$ cat src/cbc_pkg.sv
package cbc_pkg;
    // printed offsets are register indexes; byte address is four times that
    localparam logic [7:0] CBC_BCTL_IDX = 8'h3E;
    localparam logic [7:0] CBC_SSVID_IDX = 8'h40;
    localparam logic [7:0] CBC_STAT_IDX = 8'h50;
    localparam logic [31:0] CBC_BCTL_ADDR = {22'h0, CBC_BCTL_IDX, 2'h0};
    localparam logic [31:0] CBC_SSVID_ADDR = {22'h0, CBC_SSVID_IDX, 2'h0};
    localparam logic [31:0] CBC_STAT_ADDR = {22'h0, CBC_STAT_IDX, 2'h0};
    // bridge control fields
    localparam int CBC_B_WPOST = 10;
    localparam int CBC_B_PF1 = 9;
    localparam int CBC_B_PF0 = 8;
    localparam int CBC_B_IRQSEL = 7;
    localparam int CBC_B_CRST = 6;
    localparam int CBC_B_MAMODE = 5;
    localparam int CBC_B_VGA = 3;
    localparam int CBC_B_ISA = 2;
    localparam int CBC_B_CSERR = 1;
    localparam int CBC_B_PERR = 0;
    localparam logic [15:0] CBC_BCTL_RST = 16'h0340;
    localparam logic [15:0] CBC_BCTL_WMASK = 16'h07EF;
    localparam logic [15:0] CBC_SSVID_RST = 16'h0000;
    // status fields
    localparam int CBC_S_LOCK = 0;
    localparam int CBC_S_CRST = 1;
    // bus answers
    localparam logic [1:0] CBC_RESP_OKAY = 2'h0;
    localparam logic [1:0] CBC_RESP_SLVERR = 2'h2;
    // forwarding ranges
    localparam logic [31:0] CBC_VGA_MEM_LO = 32'h000A0000;
    localparam logic [31:0] CBC_VGA_MEM_HI = 32'h000BFFFF;
    localparam logic [31:0] CBC_VGA_IO0_LO = 32'h000003B0;
    localparam logic [31:0] CBC_VGA_IO0_HI = 32'h000003BB;
    localparam logic [31:0] CBC_VGA_IO1_LO = 32'h000003C0;
    localparam logic [31:0] CBC_VGA_IO1_HI = 32'h000003DF;
    localparam logic [15:0] CBC_ISA_PAGE = 16'h0000;
endpackage

$ cat src/cbc_dec_if.sv
`timescale 1ns/1ps
interface cbc_dec_if;
    logic [31:0] addr;
    logic is_io;
    logic vga_en;
    logic isa_en;
    logic vga_hit;
    logic isa_block;
    modport regs (output addr, output is_io, output vga_en, output isa_en, input vga_hit, input isa_block);
    modport decoder (input addr, input is_io, input vga_en, input isa_en, output vga_hit, output isa_block);
endinterface

$ cat src/cbc_bridge_regs.sv
`timescale 1ns/1ps
module cbc_bridge_regs (
    // clock and reset
    input wire logic CLK_I,
    input wire logic RESET_N_I,
    // axi4-lite write address
    input wire logic [31:0] S_AXI_AWADDR_I,
    input wire logic S_AXI_AWVALID_I,
    output logic S_AXI_AWREADY_O,
    // axi4-lite write data
    input wire logic [31:0] S_AXI_WDATA_I,
    input wire logic [3:0] S_AXI_WSTRB_I,
    input wire logic S_AXI_WVALID_I,
    output logic S_AXI_WREADY_O,
    // axi4-lite write response
    output logic [1:0] S_AXI_BRESP_O,
    output logic S_AXI_BVALID_O,
    input wire logic S_AXI_BREADY_I,
    // axi4-lite read address
    input wire logic [31:0] S_AXI_ARADDR_I,
    input wire logic S_AXI_ARVALID_I,
    output logic S_AXI_ARREADY_O,
    // axi4-lite read data
    output logic [31:0] S_AXI_RDATA_O,
    output logic [1:0] S_AXI_RRESP_O,
    output logic S_AXI_RVALID_O,
    input wire logic S_AXI_RREADY_I,
    // window and posting controls
    output logic WRITE_POST_EN_O,
    output logic MEM0_PREFETCH_O,
    output logic MEM1_PREFETCH_O,
    // card functional interrupt routing
    input wire logic CARD_IREQ_I,
    output logic PCI_INTA_N_O,
    output logic LEGACY_IRQ_O,
    // card reset
    output logic CRST_N_O,
    // error reporting
    input wire logic CB_MASTER_ABORT_I,
    input wire logic SERR_EN_I,
    input wire logic CSERR_N_I,
    input wire logic CB_PARITY_ERR_I,
    output logic TARGET_ABORT_O,
    output logic SERR_N_O,
    output logic CPERR_N_O,
    // forwarding decode
    input wire logic REQ_VALID_I,
    input wire logic REQ_IS_IO_I,
    input wire logic [31:0] REQ_ADDR_I,
    output logic DEC_VALID_O,
    output logic FWD_VGA_O,
    output logic ISA_BLOCK_O,
    // identification
    output logic [15:0] SSVID_O
);

    // register state
    logic [15:0] bctl_ff;
    logic [15:0] nxt_bctl;
    logic [15:0] ssvid_ff;
    logic [15:0] nxt_ssvid;
    logic lock_ff;
    logic nxt_lock;

    // write channel state
    logic awready_ff;
    logic wready_ff;
    logic aw_held_ff;
    logic w_held_ff;
    logic [31:0] aw_addr_ff;
    logic [31:0] w_data_ff;
    logic [3:0] w_strb_ff;
    logic bvalid_ff;
    logic [1:0] bresp_ff;

    // read channel state
    logic arready_ff;
    logic rvalid_ff;
    logic [31:0] rdata_ff;
    logic [1:0] rresp_ff;

    // function outputs
    logic inta_n_ff;
    logic legacy_irq_ff;
    logic crst_n_ff;
    logic tabort_ff;
    logic serr_n_ff;
    logic cperr_n_ff;
    logic dec_valid_ff;
    logic fwd_vga_ff;
    logic isa_block_ff;

    // handshakes
    wire aw_take;
    wire w_take;
    wire wr_fire;
    wire b_take;
    wire ar_take;
    wire r_take;
    assign aw_take = S_AXI_AWVALID_I && awready_ff;
    assign w_take = S_AXI_WVALID_I && wready_ff;
    // both halves held and no response outstanding
    assign wr_fire = aw_held_ff && w_held_ff && !bvalid_ff;
    assign b_take = bvalid_ff && S_AXI_BREADY_I;
    assign ar_take = S_AXI_ARVALID_I && arready_ff;
    assign r_take = rvalid_ff && S_AXI_RREADY_I;

    // write decode
    wire wr_bctl;
    wire wr_ssvid;
    wire wr_stat;
    wire wr_mapped;
    wire [15:0] lane_mask;
    assign wr_bctl = aw_addr_ff == cbc_pkg::CBC_BCTL_ADDR;
    assign wr_ssvid = aw_addr_ff == cbc_pkg::CBC_SSVID_ADDR;
    assign wr_stat = aw_addr_ff == cbc_pkg::CBC_STAT_ADDR;
    assign wr_mapped = wr_bctl || wr_ssvid || wr_stat;
    assign lane_mask = {{8{w_strb_ff[1]}}, {8{w_strb_ff[0]}}};

    // bridge control update, fixed-zero bits never take data
    wire [15:0] bctl_wmask;
    assign bctl_wmask = lane_mask & cbc_pkg::CBC_BCTL_WMASK;

    always_comb begin
        nxt_bctl = bctl_ff;
        if (wr_fire && wr_bctl) begin
            nxt_bctl = (bctl_ff & ~bctl_wmask) | (w_data_ff[15:0] & bctl_wmask);
        end
    end

    // a write with no low lane enabled does not spend the single write
    wire ssvid_touch;
    assign ssvid_touch = wr_fire && wr_ssvid && (w_strb_ff[1:0] != 2'h0);

    always_comb begin
        nxt_ssvid = ssvid_ff;
        nxt_lock = lock_ff;
        if (ssvid_touch && !lock_ff) begin
            nxt_ssvid = (ssvid_ff & ~lane_mask) | (w_data_ff[15:0] & lane_mask);
            nxt_lock = 1'b1;
        end
    end

    always_ff @(posedge CLK_I) begin
        if (!RESET_N_I) begin
            bctl_ff <= cbc_pkg::CBC_BCTL_RST;
        end else begin
            bctl_ff <= nxt_bctl;
        end
    end

    // only the bus reset clears the lock
    always_ff @(posedge CLK_I) begin
        if (!RESET_N_I) begin
            ssvid_ff <= cbc_pkg::CBC_SSVID_RST;
            lock_ff <= 1'b0;
        end else begin
            ssvid_ff <= nxt_ssvid;
            lock_ff <= nxt_lock;
        end
    end

    // write address and data are taken independently, in either order
    always_ff @(posedge CLK_I) begin
        if (!RESET_N_I) begin
            awready_ff <= 1'b1;
            aw_held_ff <= 1'b0;
            aw_addr_ff <= 32'h00000000;
        end else if (aw_take) begin
            awready_ff <= 1'b0;
            aw_held_ff <= 1'b1;
            aw_addr_ff <= S_AXI_AWADDR_I;
        end else if (wr_fire) begin
            aw_held_ff <= 1'b0;
        end else if (b_take) begin
            awready_ff <= 1'b1;
        end
    end

    always_ff @(posedge CLK_I) begin
        if (!RESET_N_I) begin
            wready_ff <= 1'b1;
            w_held_ff <= 1'b0;
            w_data_ff <= 32'h00000000;
            w_strb_ff <= 4'h0;
        end else if (w_take) begin
            wready_ff <= 1'b0;
            w_held_ff <= 1'b1;
            w_data_ff <= S_AXI_WDATA_I;
            w_strb_ff <= S_AXI_WSTRB_I;
        end else if (wr_fire) begin
            w_held_ff <= 1'b0;
        end else if (b_take) begin
            wready_ff <= 1'b1;
        end
    end

    // a locked identification write is dropped silently with okay
    wire [1:0] wr_resp;
    assign wr_resp = wr_mapped ? cbc_pkg::CBC_RESP_OKAY : cbc_pkg::CBC_RESP_SLVERR;

    always_ff @(posedge CLK_I) begin
        if (!RESET_N_I) begin
            bvalid_ff <= 1'b0;
            bresp_ff <= cbc_pkg::CBC_RESP_OKAY;
        end else if (wr_fire) begin
            bvalid_ff <= 1'b1;
            bresp_ff <= wr_resp;
        end else if (b_take) begin
            bvalid_ff <= 1'b0;
        end
    end

    // read decode
    wire rd_bctl;
    wire rd_ssvid;
    wire rd_stat;
    wire rd_mapped;
    wire [15:0] stat_word;
    wire [15:0] rd_word;
    assign rd_bctl = S_AXI_ARADDR_I == cbc_pkg::CBC_BCTL_ADDR;
    assign rd_ssvid = S_AXI_ARADDR_I == cbc_pkg::CBC_SSVID_ADDR;
    assign rd_stat = S_AXI_ARADDR_I == cbc_pkg::CBC_STAT_ADDR;
    assign rd_mapped = rd_bctl || rd_ssvid || rd_stat;
    assign stat_word = {14'h0, !crst_n_ff, lock_ff};
    assign rd_word = rd_bctl ? bctl_ff : rd_ssvid ? ssvid_ff : rd_stat ? stat_word : 16'h0000;

    always_ff @(posedge CLK_I) begin
        if (!RESET_N_I) begin
            arready_ff <= 1'b1;
            rvalid_ff <= 1'b0;
            rdata_ff <= 32'h00000000;
            rresp_ff <= cbc_pkg::CBC_RESP_OKAY;
        end else if (ar_take) begin
            arready_ff <= 1'b0;
            rvalid_ff <= 1'b1;
            rdata_ff <= {16'h0000, rd_word};
            rresp_ff <= rd_mapped ? cbc_pkg::CBC_RESP_OKAY : cbc_pkg::CBC_RESP_SLVERR;
        end else if (r_take) begin
            arready_ff <= 1'b1;
            rvalid_ff <= 1'b0;
        end
    end

    // interrupt steering
    wire irq_legacy_sel;
    wire irq_to_pci;
    wire irq_to_legacy;
    assign irq_legacy_sel = bctl_ff[cbc_pkg::CBC_B_IRQSEL];
    assign irq_to_pci = CARD_IREQ_I && !irq_legacy_sel;
    assign irq_to_legacy = CARD_IREQ_I && irq_legacy_sel;

    always_ff @(posedge CLK_I) begin
        if (!RESET_N_I) begin
            inta_n_ff <= 1'b1;
            legacy_irq_ff <= 1'b0;
        end else begin
            inta_n_ff <= !irq_to_pci;
            legacy_irq_ff <= irq_to_legacy;
        end
    end

    // the card stays in reset through the whole bus reset
    always_ff @(posedge CLK_I) begin
        if (!RESET_N_I) begin
            crst_n_ff <= 1'b0;
        end else begin
            crst_n_ff <= !bctl_ff[cbc_pkg::CBC_B_CRST];
        end
    end

    // error reporting
    wire ma_report;
    wire ma_serr;
    wire cserr_fwd;
    wire serr_req;
    wire perr_report;
    assign ma_report = CB_MASTER_ABORT_I && bctl_ff[cbc_pkg::CBC_B_MAMODE];
    assign ma_serr = ma_report && SERR_EN_I;
    assign cserr_fwd = !CSERR_N_I && bctl_ff[cbc_pkg::CBC_B_CSERR];
    assign serr_req = ma_serr || cserr_fwd;
    assign perr_report = CB_PARITY_ERR_I && bctl_ff[cbc_pkg::CBC_B_PERR];

    always_ff @(posedge CLK_I) begin
        if (!RESET_N_I) begin
            tabort_ff <= 1'b0;
            serr_n_ff <= 1'b1;
            cperr_n_ff <= 1'b1;
        end else begin
            tabort_ff <= ma_report;
            serr_n_ff <= !serr_req;
            cperr_n_ff <= !perr_report;
        end
    end

    // forwarding decode
    cbc_dec_if dec_bus ();
    assign dec_bus.addr = REQ_ADDR_I;
    assign dec_bus.is_io = REQ_IS_IO_I;
    assign dec_bus.vga_en = bctl_ff[cbc_pkg::CBC_B_VGA];
    assign dec_bus.isa_en = bctl_ff[cbc_pkg::CBC_B_ISA];

    cbc_fwd_decode u_dec (
        .dec(dec_bus)
    );

    wire vga_fwd_req;
    wire isa_block_req;
    assign vga_fwd_req = REQ_VALID_I && dec_bus.vga_hit;
    assign isa_block_req = REQ_VALID_I && dec_bus.isa_block;

    always_ff @(posedge CLK_I) begin
        if (!RESET_N_I) begin
            dec_valid_ff <= 1'b0;
            fwd_vga_ff <= 1'b0;
            isa_block_ff <= 1'b0;
        end else begin
            dec_valid_ff <= REQ_VALID_I;
            fwd_vga_ff <= vga_fwd_req;
            isa_block_ff <= isa_block_req;
        end
    end

    // outputs
    assign S_AXI_AWREADY_O = awready_ff;
    assign S_AXI_WREADY_O = wready_ff;
    assign S_AXI_BRESP_O = bresp_ff;
    assign S_AXI_BVALID_O = bvalid_ff;
    assign S_AXI_ARREADY_O = arready_ff;
    assign S_AXI_RDATA_O = rdata_ff;
    assign S_AXI_RRESP_O = rresp_ff;
    assign S_AXI_RVALID_O = rvalid_ff;
    assign WRITE_POST_EN_O = bctl_ff[cbc_pkg::CBC_B_WPOST];
    assign MEM0_PREFETCH_O = bctl_ff[cbc_pkg::CBC_B_PF0];
    assign MEM1_PREFETCH_O = bctl_ff[cbc_pkg::CBC_B_PF1];
    assign PCI_INTA_N_O = inta_n_ff;
    assign LEGACY_IRQ_O = legacy_irq_ff;
    assign CRST_N_O = crst_n_ff;
    assign TARGET_ABORT_O = tabort_ff;
    assign SERR_N_O = serr_n_ff;
    assign CPERR_N_O = cperr_n_ff;
    assign DEC_VALID_O = dec_valid_ff;
    assign FWD_VGA_O = fwd_vga_ff;
    assign ISA_BLOCK_O = isa_block_ff;
    assign SSVID_O = ssvid_ff;

endmodule

$ cat src/cbc_fwd_decode.sv
`timescale 1ns/1ps
module cbc_fwd_decode (
    cbc_dec_if.decoder dec
);
    wire mem_vga;
    wire io_vga0;
    wire io_vga1;
    wire low_page;
    wire upper_part;
    assign mem_vga = !dec.is_io && dec.addr >= cbc_pkg::CBC_VGA_MEM_LO && dec.addr <= cbc_pkg::CBC_VGA_MEM_HI;
    assign io_vga0 = dec.is_io && dec.addr >= cbc_pkg::CBC_VGA_IO0_LO && dec.addr <= cbc_pkg::CBC_VGA_IO0_HI;
    assign io_vga1 = dec.is_io && dec.addr >= cbc_pkg::CBC_VGA_IO1_LO && dec.addr <= cbc_pkg::CBC_VGA_IO1_HI;
    assign dec.vga_hit = dec.vga_en && (mem_vga || io_vga0 || io_vga1);
    // offsets 100h..3FFh of every 1K block are the upper 768 bytes
    assign low_page = dec.addr[31:16] == cbc_pkg::CBC_ISA_PAGE;
    assign upper_part = dec.addr[9:8] != 2'h0;
    assign dec.isa_block = dec.isa_en && dec.is_io && low_page && upper_part;
endmodule

$ cat config.mk
export PLATFORM = sky130hd
export DESIGN_NAME = cbc_bridge_regs
export DESIGN_NICKNAME = d
export VERILOG_FILES = /design/src/cbc_pkg.sv /design/src/cbc_dec_if.sv /design/src/cbc_bridge_regs.sv /design/src/cbc_fwd_decode.sv
export SDC_FILE = /design/constraint.sdc
export NUM_CORES = 1
export LEC_CHECK = 0
export BUFFER_PORTS_ARGS = -buffer_cell sky130_fd_sc_hd__buf_4
export CORE_UTILIZATION = 47
export DETAILED_ROUTE_END_ITERATION = 6
export GPL_ROUTABILITY_DRIVEN = 0
export PLACE_DENSITY = 0.78
export SYNTH_ARGS = -nofsm -noshare
export SYNTH_HDL_FRONTEND = slang
export SYNTH_SLANG_ARGS = --single-unit
$ cat constraint.sdc
create_clock -name CLK_I -period 2.1 [get_ports CLK_I]
set_input_delay 0.42 -clock CLK_I [delete_from_list [all_inputs] [get_ports CLK_I]]
set_output_delay 0.42 -clock CLK_I [all_outputs]
set_load 0.01 [all_outputs]
==> results.cfg <==
[run_status]
status = finished, final reports clean

[timing]
clock_skew_ns = 0.0126
whs_ns = 0.213
slew_headroom = 0.242
slew_violations = 0
finalHoldViolations = 0
min_period_over_period = 0.922
rsz0062_at_grt = false
tightestPinTransition_ns = 1.14
fin_crit_ns = 1.94
timing.fmax_mhz = 517
fin_setup_tns_ns = 0
worst_slack_ns = 0.164
setup_viol = 0

[yosys]
synth_top_area_frac = 0.461
synth-seq-cells = 111
synthFlopType = dfxtp_1
synth_cell_type_count = 46
syn_area_um2 = 4820
synth-seq-area-share = 0.461
ys_async_sr_fraction = 0
synth_top_area_cell = dfxtp_1
postSynthAreaPerCell_um2 = 8.50
yosysWarnings = 0
syn_inst = 567
netlist_top_cells_area = dfxtp_1 (46%), nand2_1 (10%), a21oi_1 (8.9%)
synth_edf_count = 0

[min_path]
min_path_cells = 2
hold_path_end = SERR_N_O
hp-class = in -> reg
min-delay-start = SERR_EN_I

[clock_tree]
root_buffer = clkbuf_8
clkTransAtPathRegs_ns = 0.10
cts_setup_buffers = 0
cts-resized-gates = 0
cts_inserted_buffers = 9
cts_tree = yes
cts_sinks = 111
htree_levels = 3
insertion_delay_ns = 0.37
cts_buffer_depth = 2
cts.hold.buffers_added = 0

[route]
vias = 4765
vias_per_cell = 5.50
initialDrtViolationCount = 343
post_drt_wl_per_cell_um = 15.2
first_pass_iters = 5
wirelength_mm = 13.1
antenna_left = 0
drc_errors = 0

[floorplanning]
rows = 36
start_util = 0.489
die_x_um = 103
core_region_area_um2 = 9860
ioPinCount = 215
dieHeight_um = 103
die_area_um2 = 10700

[global_route]
grt_first_pass_wirelength_mm = 20.5
grtUsageTotal = 0.247
grt_pass1_vias = 4260
antenna_found_initial = 0
grt_max_degree = 35
grt_overflow_total = 0

[layout]
fin_area_um2 = 6420
finalNetCount = 874
area_delta_synth_final_pct = 33.1
drive_gt1_frac = 0.299
antenna_cells = 0
post-route-util = 0.651

[job]
drv_cap = 0

[critical_path]
timing.reg2reg.setup_slack_ns = 0.16
cp_max_fo = 11
cp-start-kind = flip-flop
cp.arrival_ns = 2.19
timing.rr.start = aw_addr_ff[0]
worst_ep_required_time_ns = 2.36
end_kind = flip-flop
crit_type = reg -> reg
reg2regPathDepth = 4

[power]
leakage_nw = 2.70
ir_worst_vdd_v = 0.000345
cellPowerDensity_nw_per_um2 = 649

[placement]
post-place-ws_ns = 0.0559
placed_area_um2 = 6210
place_hpwl_mm = 9.78
io_buffer_count = 176
-- cells in the final DEF, fill, tap and decap left out, types with 11 or more instances in the layout --
cell,n
nor4_1,13
conb_1,18
clkbuf_8,11
a21oi_1,86
dfxtp_1,111
nand4_1,27
nand2_1,132
nor2_1,12
o31ai_1,16
buf_4,188
-- worst max path at each step --
stage                            start          endpoint  slack (ns)  cells past startpoint
floorplan           S_AXI_ARADDR_I[13]  S_AXI_RRESP_O[1]        0.23                      4
global placement    S_AXI_ARADDR_I[13]  S_AXI_RRESP_O[1]        0.08                      6
detailed placement  S_AXI_ARADDR_I[13]  S_AXI_RRESP_O[1]        0.06                      6
CTS                      aw_addr_ff[0]         flip-flop        0.16                      4
global route             aw_addr_ff[0]         flip-flop        0.04                      4
finish                   aw_addr_ff[0]         flip-flop        0.16                      4
-- synthesized netlist by cell type (2+ instances only) --
| library cell | instances |
|---|---|
| a31oi_1 | 7 |
| dfxtp_1 | 111 |
| buf_2 | 2 |
| nand3b_1 | 2 |
| clkbuf_1 | 33 |
| nor2_1 | 12 |
| nand2_1 | 132 |
| and3_1 | 9 |
| nand4_1 | 27 |
| nor3b_1 | 2 |
| nand2b_1 | 4 |
| or4_1 | 2 |
| nand3_1 | 5 |
| inv_1 | 4 |
| nor2b_1 | 2 |
| buf_4 | 18 |
| nand4b_1 | 8 |
| and2_1 | 8 |
| a21oi_1 | 86 |
| o211ai_1 | 3 |
| nand4_4 | 2 |
| o211a_1 | 2 |
| nor4_1 | 13 |
| buf_1 | 3 |
| o21ai_0 | 8 |
| a41oi_1 | 6 |
| nor4_4 | 8 |
| o31ai_1 | 16 |
| and4_1 | 6 |
| mux2i_1 | 10 |
-- critical path: stages, from the launching register on --
cell	delay, ns
dfxtp_1	0.35
nor4_4	0.39
nand4_4	0.29
or4_4	0.65
mux2i_1	0.15
-- stage by stage --
stage               std cells  total power [mW]
floorplan                 584              2.61
global placement          850              2.87
detailed placement        850              2.89
CTS                       866              4.19
global route              866              4.35
finish                    866              4.17
-- layout make-up --
type	instances	area (µm²)
Sequential cell	111	2220
Inverter	5	18.8
Clock buffer	12	155
Fill cell	842	3450
Multi-Input combinational cell	411	2350
Tap cell	133	166
Clock inverter	4	51.3
Timing Repair Buffer	190	1450
-- where the power goes --
| part | leakage (nW) | internal [mW] | switching, mW |
|---|---|---|---|
| registers | 0.905 | 2.18 | 0.0698 |
| logic | 1.69 | 0.293 | 0.307 |
| clock network | 0.103 | 0.620 | 0.695 |
| total | 2.70 | 3.09 | 1.07 |
-- logic make-up (layout without fill, tap and decap cells) --
family / Yosys count / count (layout) / share of synthesized area
AND/OR/NAND/NOR: 251 / 251 / 0.295
multiplexers: 10 / 10 / 0.0208
buffers and inverters: 62 / 211 / 0.0644
flip-flops: 111 / 111 / 0.461
other: 1 / 18 / 0.000778
AO/OA/AOI/OAI: 132 / 132 / 0.158
-- metal layers --
metal / track usage / part of all wire
met1: 0.323 / 0.42
met2: 0.404 / 0.48
met3: 0.0491 / 0.079
met4: 0.0943 / 0.020
met5: 0 / 0
Power figures use the tool's default switching activity.
